$ cat src/hdl/jip_cfg.svh
`ifndef JIP_CFG_SVH
`define JIP_CFG_SVH
// Instruction register layout and codes
`define JIP_IR_W 4
`define JIP_IR_RESET 4'hf
`define JIP_IR_CAPTURE 4'h1
`define JIP_INS_BYPASS 4'hf
`define JIP_INS_ISP_EN 4'h2
`define JIP_INS_ISP_EN_EXT 4'h3
`define JIP_INS_ISP_OFF 4'h4
// Option bits after the enabling command: 1 = push-pull
`define JIP_CFG_PUSH_PULL_RST 1'b0
`endif

$ cat src/hdl/jip_pkg.sv
package jip_pkg;
   typedef enum logic [15:0] {
      JIP_TLR = 16'h0001, JIP_RTI = 16'h0002, JIP_SEL_DR = 16'h0004,
      JIP_CAP_DR = 16'h0008, JIP_SH_DR = 16'h0010, JIP_EX1_DR = 16'h0020,
      JIP_PA_DR = 16'h0040, JIP_EX2_DR = 16'h0080, JIP_UPD_DR = 16'h0100,
      JIP_SEL_IR = 16'h0200, JIP_CAP_IR = 16'h0400, JIP_SH_IR = 16'h0800,
      JIP_EX1_IR = 16'h1000, JIP_PA_IR = 16'h2000, JIP_EX2_IR = 16'h4000,
      JIP_UPD_IR = 16'h8000
   } jip_tap_e;
   typedef struct packed {
      logic tms;
      logic tck;
      logic tdi;
   } jip_pins_s;
   typedef struct packed {
      logic ready;
      logic fail;
   } jip_flash_s;
endpackage : jip_pkg

$ cat src/hdl/jip_port.sv
`timescale 1ns/1ps
`include "jip_cfg.svh"
//////////////////////////////////////////////////////////////////////////////
// Functional notes
// - No boundary scan; default bypass instruction
// - Blank part: standard pins enabled for test
// - Pins inputs until enable command received
// - Enable is OR of four sources
// - Any reset clears software enable bit
// - Extension pins enabled together by command
// - Error pin low on failed erase/program
// - Status pin high read, low busy
// - Extension pins open-drain by default
// - Delivered: config bits zero, memory erased
//////////////////////////////////////////////////////////////////////////////
module jip_port (
   input wire logic clock,
   input wire logic resetn,
   input wire logic cfg_dedicated_pins,
   input wire logic cfg_programmed,
   input wire logic cable_port_enable,
   input wire logic sw_enable_wr,
   input wire logic sw_enable_val,
   input wire jip_pkg::jip_pins_s pins_in,
   input wire jip_pkg::jip_flash_s flash_in,
   output logic port_enabled,
   output logic sw_enable,
   output logic tdo_out,
   output logic tdo_oe,
   output logic isp_flash_status_pin_out,
   output logic isp_flash_status_pin_oe,
   output logic isp_flash_error_pin_out,
   output logic isp_flash_error_pin_oe,
   output logic ext_enabled,
   output logic channel_active,
   output logic [`JIP_IR_W-1:0] instr
);
   import jip_pkg::*;
   //////////////////////////////////////////////////////////////////////////
   logic sw_en_r;
   logic port_en_r;
   logic active_r;
   logic ext_r;
   logic push_pull_r;
   logic tck_d_r;
   logic tdo_r;
   logic tdo_oe_r;
   logic st_out_r;
   logic st_oe_r;
   logic er_out_r;
   logic er_oe_r;
   logic bypass_r;
   logic [`JIP_IR_W-1:0] ir_sh_r;
   logic [`JIP_IR_W-1:0] ir_r;
   jip_tap_e state_r;
   jip_tap_e state_nxt;
   jip_pins_s pins_s;

   jip_sync #(.W(3)) u_sync (
      .clock(clock),
      .resetn(resetn),
      .d(pins_in),
      .q(pins_s)
   );

   // Blank part (not programmed) behaves as dedicated pins
   wire en_nxt = cfg_dedicated_pins | ~cfg_programmed | cable_port_enable
      | sw_en_r;
   wire tck_rise = pins_s.tck & ~tck_d_r;
   wire tck_fall = ~pins_s.tck & tck_d_r;
   wire tms = pins_s.tms;
   wire in_shift_dr = state_r == JIP_SH_DR;
   wire in_shift_ir = state_r == JIP_SH_IR;
   wire sel_bypass = ~active_r | (ir_r == `JIP_INS_BYPASS);
   wire tdo_nxt = in_shift_ir ? ir_sh_r[0] : bypass_r;
   wire cmd_en = ir_r == `JIP_INS_ISP_EN;
   wire cmd_en_ext = ir_r == `JIP_INS_ISP_EN_EXT;
   wire cmd_off = ir_r == `JIP_INS_ISP_OFF;
   wire upd_ir = tck_rise & (state_r == JIP_UPD_IR);
   // Error active low on failure; status high in read mode
   wire err_lvl = ~flash_in.fail;
   wire st_lvl = flash_in.ready;

   //////////////////////////////////////////////////////////////////////////
   always_comb begin
      unique case (state_r)
         JIP_TLR: state_nxt = tms ? JIP_TLR : JIP_RTI;
         JIP_RTI: state_nxt = tms ? JIP_SEL_DR : JIP_RTI;
         JIP_SEL_DR: state_nxt = tms ? JIP_SEL_IR : JIP_CAP_DR;
         JIP_CAP_DR: state_nxt = tms ? JIP_EX1_DR : JIP_SH_DR;
         JIP_SH_DR: state_nxt = tms ? JIP_EX1_DR : JIP_SH_DR;
         JIP_EX1_DR: state_nxt = tms ? JIP_UPD_DR : JIP_PA_DR;
         JIP_PA_DR: state_nxt = tms ? JIP_EX2_DR : JIP_PA_DR;
         JIP_EX2_DR: state_nxt = tms ? JIP_UPD_DR : JIP_SH_DR;
         JIP_UPD_DR: state_nxt = tms ? JIP_SEL_DR : JIP_RTI;
         JIP_SEL_IR: state_nxt = tms ? JIP_TLR : JIP_CAP_IR;
         JIP_CAP_IR: state_nxt = tms ? JIP_EX1_IR : JIP_SH_IR;
         JIP_SH_IR: state_nxt = tms ? JIP_EX1_IR : JIP_SH_IR;
         JIP_EX1_IR: state_nxt = tms ? JIP_UPD_IR : JIP_PA_IR;
         JIP_PA_IR: state_nxt = tms ? JIP_EX2_IR : JIP_PA_IR;
         JIP_EX2_IR: state_nxt = tms ? JIP_UPD_IR : JIP_SH_IR;
         JIP_UPD_IR: state_nxt = tms ? JIP_SEL_DR : JIP_RTI;
         default: state_nxt = JIP_TLR;
      endcase
   end

   //////////////////////////////////////////////////////////////////////////
   always_ff @(posedge clock or negedge resetn) begin
      if (!resetn) begin
         sw_en_r <= 1'b0;
         port_en_r <= 1'b0;
         tck_d_r <= 1'b0;
      end else begin
         if (sw_enable_wr) begin
            sw_en_r <= sw_enable_val;
         end
         port_en_r <= en_nxt;
         tck_d_r <= pins_s.tck;
      end
   end

   // TAP advances on test-clock rising edges while the port is enabled
   always_ff @(posedge clock or negedge resetn) begin
      if (!resetn) begin
         state_r <= JIP_TLR;
      end else if (!port_en_r) begin
         state_r <= JIP_TLR;
      end else if (tck_rise) begin
         state_r <= state_nxt;
      end
   end

   always_ff @(posedge clock or negedge resetn) begin
      if (!resetn) begin
         ir_sh_r <= `JIP_IR_RESET;
         ir_r <= `JIP_INS_BYPASS;
         bypass_r <= 1'b0;
      end else if (!port_en_r || state_r == JIP_TLR) begin
         ir_r <= `JIP_INS_BYPASS;
      end else if (tck_rise) begin
         if (state_r == JIP_CAP_IR) begin
            ir_sh_r <= `JIP_IR_CAPTURE;
         end else if (in_shift_ir) begin
            ir_sh_r <= {pins_s.tdi, ir_sh_r[`JIP_IR_W-1:1]};
         end else if (state_r == JIP_UPD_IR) begin
            ir_r <= ir_sh_r;
         end
         if (state_r == JIP_CAP_DR) begin
            bypass_r <= 1'b0;
         end else if (in_shift_dr) begin
            bypass_r <= pins_s.tdi;
         end
      end
   end

   // Enabling command activates the channel and optionally the extension pair
   always_ff @(posedge clock or negedge resetn) begin
      if (!resetn) begin
         active_r <= 1'b0;
         ext_r <= 1'b0;
         push_pull_r <= `JIP_CFG_PUSH_PULL_RST;
      end else if (!port_en_r || (cmd_off && !upd_ir)) begin
         active_r <= 1'b0;
         ext_r <= 1'b0;
      end else if (upd_ir && (ir_sh_r == `JIP_INS_ISP_EN)) begin
         active_r <= 1'b1;
         ext_r <= 1'b0;
      end else if (upd_ir && (ir_sh_r == `JIP_INS_ISP_EN_EXT)) begin
         active_r <= 1'b1;
         ext_r <= 1'b1;
         push_pull_r <= pins_s.tms;
      end
   end

   // TDO changes on falling test clock, driven only in shift once active
   always_ff @(posedge clock or negedge resetn) begin
      if (!resetn) begin
         tdo_r <= 1'b0;
         tdo_oe_r <= 1'b0;
      end else if (tck_fall) begin
         tdo_r <= sel_bypass & in_shift_dr ? bypass_r : tdo_nxt;
         tdo_oe_r <= active_r & port_en_r & (in_shift_dr | in_shift_ir);
      end else if (!port_en_r || !active_r) begin
         tdo_oe_r <= 1'b0;
      end
   end

   // Open-drain drives only the low level; push-pull drives both
   always_ff @(posedge clock or negedge resetn) begin
      if (!resetn) begin
         st_out_r <= 1'b0;
         st_oe_r <= 1'b0;
         er_out_r <= 1'b0;
         er_oe_r <= 1'b0;
      end else begin
         st_out_r <= st_lvl;
         er_out_r <= err_lvl;
         st_oe_r <= ext_r & (push_pull_r | ~st_lvl);
         er_oe_r <= ext_r & (push_pull_r | ~err_lvl);
      end
   end

   //////////////////////////////////////////////////////////////////////////
   assign port_enabled = port_en_r;
   assign sw_enable = sw_en_r;
   assign tdo_out = tdo_r;
   assign tdo_oe = tdo_oe_r;
   assign isp_flash_status_pin_out = st_out_r;
   assign isp_flash_status_pin_oe = st_oe_r;
   assign isp_flash_error_pin_out = er_out_r;
   assign isp_flash_error_pin_oe = er_oe_r;
   assign ext_enabled = ext_r;
   assign channel_active = active_r;
   assign instr = ir_r;
   // Commands other than bypass/enable/off act as bypass
   wire unused_ok = cmd_en | cmd_en_ext;
endmodule : jip_port

$ cat src/hdl/jip_sync.sv
`timescale 1ns/1ps
// Three-stage synchroniser; change accepted when stages two and three agree
module jip_sync #(
   parameter int W = 3
) (
   input wire logic clock,
   input wire logic resetn,
   input wire logic [W-1:0] d,
   output logic [W-1:0] q
);
   logic [W-1:0] s1_r;
   logic [W-1:0] s2_r;
   logic [W-1:0] s3_r;
   logic [W-1:0] q_r;
   wire [W-1:0] agree = ~(s2_r ^ s3_r);
   always_ff @(posedge clock or negedge resetn) begin
      if (!resetn) begin
         s1_r <= '0;
         s2_r <= '0;
         s3_r <= '0;
         q_r <= '0;
      end else begin
         s1_r <= d;
         s2_r <= s1_r;
         s3_r <= s2_r;
         q_r <= (agree & s3_r) | (~agree & q_r);
      end
   end
   assign q = q_r;
endmodule : jip_sync

$ cat config.mk
export PLATFORM = sky130hd
export DESIGN_NAME = jip_port
export DESIGN_NICKNAME = d
export VERILOG_FILES = /design/src/hdl/jip_pkg.sv /design/src/hdl/jip_port.sv /design/src/hdl/jip_sync.sv
export VERILOG_INCLUDE_DIRS = /design/src /design/src/hdl
export SDC_FILE = /design/constraint.sdc
export NUM_CORES = 1
export LEC_CHECK = 0
export ABC_AREA = 1
export BUFFER_PORTS_ARGS = -buffer_cell sky130_fd_sc_hd__clkbuf_2
export CAP_MARGIN = 20
export CORE_MARGIN = 2
export CORE_UTILIZATION = 60
export DETAILED_ROUTE_END_ITERATION = 16
export GPL_ROUTABILITY_DRIVEN = 0
export PLACE_DENSITY_LB_ADDON = 0.2
export SKIP_CTS_REPAIR_TIMING = 1
export SLEW_MARGIN = 20
export SYNTH_ARGS = -nofsm -noshare
export SYNTH_HDL_FRONTEND = slang
export SYNTH_SLANG_ARGS = --single-unit
export TNS_END_PERCENT = 1
$ cat constraint.sdc
create_clock -name clock -period 4.22 [get_ports clock]
set_input_delay 1.055 -clock clock [delete_from_list [all_inputs] [get_ports clock]]
set_output_delay 1.055 -clock clock [all_outputs]
set_load 0.01 [all_outputs]
Word-level counts from Yosys, hierarchy flattened

Index checks and enable logic that the tools add are counted.

Equality and inequality tests: 23
Reductions and logical operators: 22
Multiplexer cells: 33
Bitwise gates (word level): 30

Operators by type and width:

| operator             | number |
|---|---|
| $pmux 16 s12         | 1 |
| $mux 16              | 4 |
| $mux 4               | 7 |
| $mux 9               | 2 |
| $eq 16x1->1 const B  | 1 |
| $eq 16x10->1 const B | 1 |
| $eq 16x11->1 const B | 1 |
| $eq 16x12->1 const B | 1 |
| $eq 16x13->1 const B | 1 |
| $eq 16x14->1 const B | 1 |
| $eq 16x15->1 const B | 1 |
| $eq 16x16->1 const B | 1 |
| $eq 16x2->1 const B  | 1 |
| $eq 16x3->1 const B  | 1 |
| $eq 16x4->1 const B  | 1 |
| $eq 16x5->1 const B  | 1 |
| $eq 16x6->1 const B  | 1 |
| $eq 16x7->1 const B  | 1 |
| $eq 16x8->1 const B  | 1 |
| $eq 16x9->1 const B  | 1 |
| $mux 15              | 1 |
| $mux 13              | 1 |
| $mux 1               | 11 |
| $mux 11              | 1 |
| 26 further kinds     | 64 |

Register bits after elaboration: 49
Bits of input ports: 12
Output and inout port bits: 14
Logic and storage cells: 128

Logic depth before layout (Yosys ltp)

Gate-level depths: netlist (run 1).

Word-level depth: 8
Mapped depth: 11
Gate-level depth less buffers: 11

Modules after synthesis

From an unflattened synthesis (run 1), not the netlist that was laid out.

Cells, all modules: 271
Area total of the unflattened synthesis: 2351.0 um2

Modules (own cells, without submodules):

| module   | sequential area each (um2) | times used | area each (um2) | cells each |
|---|---|---|---|---|
| jip_port | 937.1                      | 1          | 2001.9          | 247 |
| jip_sync | 300.3                      | 1          | 349.1           | 24 |

Worst setup path after synthesis (run 1)

OpenSTA, ideal clock, no wires.

Kind: register to output
From: reg ir_r[2], in the netlist instr[2]
To: out instr[2]
Buffers on the path: 0
Cell stages (with the launch flop): 1
Arrival time: 537 ps
Slack: 2628 ps
Required time: 3165 ps
Cell sequence: dfstp_2

RTL lines:

| element                  | RTL line        | source |
|---|---|---|
| start: declaration       | jip_port.sv:54  | `` logic [`JIP_IR_W-1:0] ir_r; `` |
| start signal: assignment | jip_port.sv:136 | `` ir_r <= `JIP_INS_BYPASS; `` |
| start signal: assignment | jip_port.sv:139 | `` ir_r <= `JIP_INS_BYPASS; `` |
| start signal: assignment | jip_port.sv:146 | `ir_r <= ir_sh_r;` |
| end: declaration         | jip_port.sv:36  | `` output logic [`JIP_IR_W-1:0] instr `` |

No word-level cell between the ends.

Worst setup path after layout (run 1)

From: reg port_en_r, in the netlist port_enabled
To: out port_enabled

RTL lines:

| element                  | RTL line        | source |
|---|---|---|
| start: declaration       | jip_port.sv:41  | `logic port_en_r;` |
| start signal: assignment | jip_port.sv:117 | `port_en_r <= en_nxt;` |
| end: declaration         | jip_port.sv:26  | `output logic port_enabled,` |

No word-level cell between the ends.

==> flow_summary_export.csv, run 1 <==
group,metric,value,unit
clock_network,clk_pin_slew,0.08,ns
critical_path,critical_path_arrival,1.07,ns
final_layout,nNetsFinal,304,
power_and_ir_drop,finalPower,1040,µW
clock_network,cts_buffers,5,
floorplanning,num_rows,22,
sta,fmax,0.471,GHz
clock_network,cts_root_buf,"clkbuf_8",
grt,use_met3,4.56,%
sta,timing.final.hold_violations,0,
critical_path,path_class,"flip-flop to output pin",
final_layout,final_area,0.00263,mm²
floorplanning,pin_count,26,
run_status,status,"completed",
synthesis,syn_inst,261,
synthesis,synthArstFlopShare,100,%
sta,relSlewSlack,46.0,%
detailed_routing,vias,1807,
synthesis,yosys.cell_count.top_type,"nand2_1",
synthesis,syn_area,0.00234,mm²
critical_path,crit_chain,"clkbuf_2",
detailed_routing,viasPerCell,5.30,
clock_network,clock-sinks,49,
sta,maxSlewViolCount,0,
placed_design,hpwl,3440,µm
placed_design,placed_area,0.00252,mm²
detailed_routing,ant_nets,0,
critical_path,endpoint_kind,"output pin",
grt,grt_use_total,22.6,%
final_layout,final_cell_count_no_fill,341,
floorplanning,coreArea,0.00372,mm²
detailed_routing,drc,0,
clock_network,cts_max_level,2,
synthesis,synth_ff_type,"dfrtp_1",
floorplanning,die_h,66.5,µm
min_path,min_path_type,"flip-flop to flip-flop",
clock_network,tritoncts,"built",
grt,grt_pass1_wl,7460,µm
final_layout,antenna_cells,0,
final_layout,drive_above_1_share,26.3,%
synthesis,yosysUniqueCellTypes,32,
critical_path,worstPathMaxFanout,9,
detailed_routing,routed_wl,4420,µm
synthesis,synth_edf_count,0,
clock_network,insertion_delay,0.30,ns
grt,grt-ovfl-total,0,
run,maxCapViolations,0,
sta,rsz0062_at_grt,"false",
synthesis,yosys-top-cells-area,"dfrtp_1, dfstp_2, nand2_1",
power_and_ir_drop,leakage,0.00131,µW
synthesis,seq_area_frac_synth,52.9,%
synthesis,synth_nets,273,
grt,grt.busiest_layer,"met2",
sta,fin_setup_tns,0,ns
synthesis,synth_common_cells,"nand2_1, dfrtp_1, inv_1, nor2_1, nand3_1",
synthesis,avgSynthCellArea,8.97,µm²
critical_path,path_buf_inv,1,
critical_path,slowest_stage,"dfrtp_1",
floorplanning,initial_core_util,63.0,%
detailed_routing,wl_per_cell,13.0,µm
grt,use_met2,36.0,%
sta,worst_pin_slew,0.809,ns
critical_path,worst_path_largest_cell_delay,0.57,ns
synthesis,yosysTopAreaCell,"dfrtp_1",
sta,period_needed,2.12,ns
critical_path,cpLargestDelayFamily,"flip-flops",
detailed_routing,drt_first_pass_iters,4,
critical_path,required,3.16,ns
placed_design,numPortBuffers,25,
clock_network,cts_buffer_depth,2,
synthesis,yosys.area.top_type_share,42.8,%
critical_path,start_kind,"flip-flop",
detailed_routing,initialDrtViolationCount,191,
final_layout,syn2layout_area_growth,12.5,%
synthesis,ys_ff_latch,49,
grt,antenna_found_initial,0,
power_and_ir_drop,peakVddDrop,0.276,mV
sta,finalCritPeriodShare,50.3,%
floorplanning,die_w,66.5,µm
grt,grt_use_met1,30.2,%
sta,setup_viol_count_final,0,
sta,skew,0.0105,ns
grt,grt_max_degree,35,
grt,grt_pass1_vias,1748,
floorplanning,dieArea,0.00442,mm²
power_and_ir_drop,power_density,396,mW/mm²
placed_design,dp_cells,333,
synthesis,ys.warnings.count,0,
path summary, 6_finish.rpt:
kind,startpoint,to,slack [ns],cells past startpoint
max,port_enabled,port_enabled,2.10,1
min,u_sync.s1_r[2],u_sync.s2_r[2],0.36,0
max reg2reg,state_r[12],bypass_r,2.51,8
min reg2reg,u_sync.s1_r[2],u_sync.s2_r[2],0.36,0
max in group asynchronous,resetn,u_sync.s3_r[2],2.67,2
min in group asynchronous,resetn,state_r[13],0.83,1
through the flow:
step	setup WS [ns]	hold WS [ns]	utilization (%)
2_1_floorplan	2.63	0.331	-
3_3_place_gp	2.32	0.341	67.8
3_5_place_dp	2.29	0.336	67.8
4_1_cts	2.09	0.366	70.9
5_1_grt	2.04	0.377	70.9
6_report	2.10	0.363	70.9
registers in the layout, summed over array words and instances (netlist names), 3 cells and up, named ones only:
signal and cells:
state_r 16, instr 4, ir_sh_r 4, u_sync.s1_r 3
u_sync.s2_r 3, u_sync.s3_r 3
metal layers:
metal | wire (µm) | up-vias
met5 | 0 | -
met4 | 51 | 0
met3 | 202 | 9
met2 | 2140 | 55
met1 | 2030 | 837
li1 | - | 906
report_power, final:
part	leakage, µW	switching, µW	internal, µW
logic	0.000643	139	61.8
registers	0.000611	20.2	493
clock network	0.0000585	152	178
total	0.00131	311	732
cell type report:
type | count | area (µm²)
sequential | 49 | 1240
clock buffer | 5 | 68.8
tap | 48 | 60.1
timing repair buffer | 26 | 133
fill | 283 | 1080
multi-input combinational | 168 | 933
inverter | 42 | 158
clock inverter | 3 | 43.8
cell usage in the layout (no fill, tap or decap), types with 5 or more instances in the layout:
cell type / instances
o21ai_0: 12
nor2_2: 5
dfstp_2: 9
clkbuf_8: 5
nor2_1: 26
nand2_1: 43
nand3_1: 22
nor3_1: 5
inv_1: 34
clkbuf_2: 25
a21oi_1: 12
inv_2: 8
nand2_4: 5
nor2_4: 5
o22ai_1: 7
dfrtp_1: 40
kinds of logic after synthesis:
logic type	synth area share, %
AO/OA/AOI/OAI	10.4
adder cells (fa/ha/maj)	1.28
buffers and inverters	7.27
flip-flops	52.9
AND/OR/NAND/NOR	28.2
Note: power is estimated with default switching activity, not from simulation.
==> run 2, diff against run 1 <==
ABC_AREA = 0   (was 1)
CORE_UTILIZATION = 57   (was 60)
clock period = 2 ns   (was 4.22 ns; I/O delays follow)
==> run 2 against run 1 <==
Via count is 1.5% lower; sequential share of layout area fell by 1.5 points; die area is 4.0% higher; flip-flop and latch count stayed put; worst hold slack got worse by 0.20 ns; clock skew decreased by 0.0034 ns; total power up 130%; clock power increased by 120%; global-route usage is 0.86 points higher; critical path type is now flip-flop to flip-flop; critical path depth is 4 higher.
==> flow_summary_export.csv, run 2 <==
group,metric,value,unit
run_status,status,"completed",
sta,setup_viol_count_final,0,
synthesis,synth-compound-area-share,12.0,%
synthesis,synth-simple-area-share,24.6,%
synthesis,synthMuxAreaShare,2.27,%
synthesis,synth_edf_count,0,
detailed_routing,drc,0,
final_layout,nNetsFinal,266,
floorplanning,coreArea,0.00394,mm²
synthesis,syn_inst,216,
synthesis,ys_ff_latch,49,
synthesis,synth_nets,228,
detailed_routing,routed_wl,4790,µm
run,maxCapViolations,0,
clock_network,clock-sinks,49,
final_layout,syn2layout_area_growth,17.6,%
clock_network,insertion_delay,0.30,ns
clock_network,cts_buffers,5,
grt,grt_pass1_vias,1674,
floorplanning,die_h,67.8,µm
detailed_routing,initialDrtViolationCount,127,
sta,timing.final.hold_violations,0,
sta,maxSlewViolCount,0,
floorplanning,pin_count,26,
clock_network,cts_buffer_depth,2,
synthesis,synth_ff_type,"dfrtp_1",
grt,grt-ovfl-total,0,
clock_network,cts_root_buf,"clkbuf_8",
grt,use_met2,36.6,%
critical_path,r2r_start,"state_r[0]",
grt,use_met3,4.83,%
placed_design,pre_cts_ws,0.107,ns
final_layout,layout_common_cells,"dfrtp_1, nand2_1, clkbuf_2",
power_and_ir_drop,leakage,0.00119,µW
critical_path,reg2regPathDepth,5,
critical_path,worstPathMaxFanout,6,
sta,finalCritPeriodShare,95.6,%
sta,fmax,0.523,GHz
critical_path,critical_path_arrival,2.15,ns
floorplanning,num_rows,23,
final_layout,largest_register_ffs,16,
critical_path,rr_endpoint,"state_r[0]",
critical_path,path_class,"flip-flop to flip-flop",
clock_network,clk_pin_slew,0.10,ns
synthesis,yosys-top-cells-area,"dfrtp_1, dfstp_2, nand2_1",
floorplanning,die_w,67.8,µm
grt,grt_pass1_wl,7960,µm
sta,period_needed,1.91,ns
final_layout,final_common_cell,"dfrtp_1",
grt,grt.busiest_layer,"met2",
grt,grt_use_total,23.4,%
synthesis,ys.warnings.count,0,
sta,worst_pin_slew,0.520,ns
critical_path,required,2.24,ns
synthesis,avgSynthCellArea,10.7,µm²
grt,grt_use_met1,33.4,%
synthesis,seq_area_frac_synth,53.4,%
detailed_routing,wl_per_cell,15.7,µm
synthesis,synthArstFlopShare,100,%
clock_network,tritoncts,"built",
critical_path,crit_path_start,"state_r[0]",
grt,antenna_found_initial,0,
synthesis,syn_area,0.00232,mm²
power_and_ir_drop,peakVddDrop,0.650,mV
detailed_routing,vias,1779,
critical_path,endpoint_kind,"flip-flop",
sta,timing.final.ws_setup,0.0878,ns
synthesis,synth_xor_area_share,2.64,%
detailed_routing,drt_first_pass_iters,4,
synthesis,yosys.area.top_type_share,43.2,%
placed_design,numPortBuffers,25,
floorplanning,dieArea,0.00459,mm²
sta,fin_setup_tns,0,ns
detailed_routing,viasPerCell,5.83,
detailed_routing,ant_nets,0,
clock_network,cts_max_level,2,
synthesis,yosysTopAreaCell,"dfrtp_1",
critical_path,r2r_slack,0.09,ns
final_layout,drive_above_1_share,30.2,%
min_path,min_path_type,"input pin to async pin",
final_layout,antenna_cells,0,
synthesis,yosys.cell_count.top_type,"dfrtp_1",
synthesis,synth_fa_ha_area_share,1.30,%
synthesis,synth_top_family_by_area,"simple AND/OR/NAND/NOR gates",
floorplanning,initial_core_util,58.8,%
synthesis,yosysUniqueCellTypes,49,
placed_design,hpwl,3430,µm
grt,grt_max_degree,50,
critical_path,start_kind,"flip-flop",
synthesis,synth_common_cells,"dfrtp_1, nand2_1, nor2_1, o21ai_0, dfstp_2",
final_layout,regMostFlops,"state_r",
sta,relSlewSlack,65.2,%
sta,skew,0.00715,ns
power_and_ir_drop,power_density,877,mW/mm²
run 2: worst max path at each step:
stage	depth (start not counted)	endpoint
after floorplan	6	state_r[0]
final	5	state_r[0]
after CTS	5	state_r[0]
after detailed placement	5	state_r[0]
after global routing	7	ir_sh_r[3]
after global placement	6	tdo_out
run 2: final cells by class:
type                       instances  area, µm²
sequential                        49       1240
fill                             294       1220
multi-input combinational        146        998
timing repair buffer              44        280
clock buffer                       5       68.8
tap                               50       62.6
clock inverter                     3       47.5
inverter                           8       30.0
run 2: power breakdown:
| group | internal [µW] | switching [µW] |
|---|---|---|
| clock network | 382 | 349 |
| logic | 250 | 288 |
| registers | 1050 | 71.5 |
run 2: per-layer routing:
layer	up-vias	part of all wire, %
li1	853	-
met1	872	47
met2	54	48
met3	0	5.5
met4	0	0
met5	-	0
run 2: kinds of logic after synthesis:
family / after synthesis
XOR/XNOR: 7
buffers and inverters: 21
flip-flops: 49
multiplexers: 5
AO/OA/AOI/OAI: 42
adder cells (fa/ha/maj): 3
AND/OR/NAND/NOR: 89
run 2: through the flow:
| step | total power (µW) | instances | hold WS, ns | cell area [µm²] | utilization (%) |
|---|---|---|---|---|---|
| 2_1_floorplan | 1450 | 216 | 0.204 | 2320 | - |
| 3_3_place_gp | 1650 | 296 | 0.336 | 2590 | 65.8 |
| 3_5_place_dp | 1660 | 296 | 0.337 | 2590 | 65.8 |
| 4_1_cts | 2390 | 304 | 0.172 | 2710 | 68.7 |
| 5_1_grt | 2510 | 305 | 0.179 | 2730 | 69.2 |
| 6_report | 2390 | 305 | 0.164 | 2730 | 69.2 |
run 2: critical path: stages (launching register included):
cell and delay [ns]:
dfstp_2 0.62, nor4b_1 0.41, a22oi_1 0.16, o22ai_1 0.25, nor4b_1 0.09, a221o_1 0.32
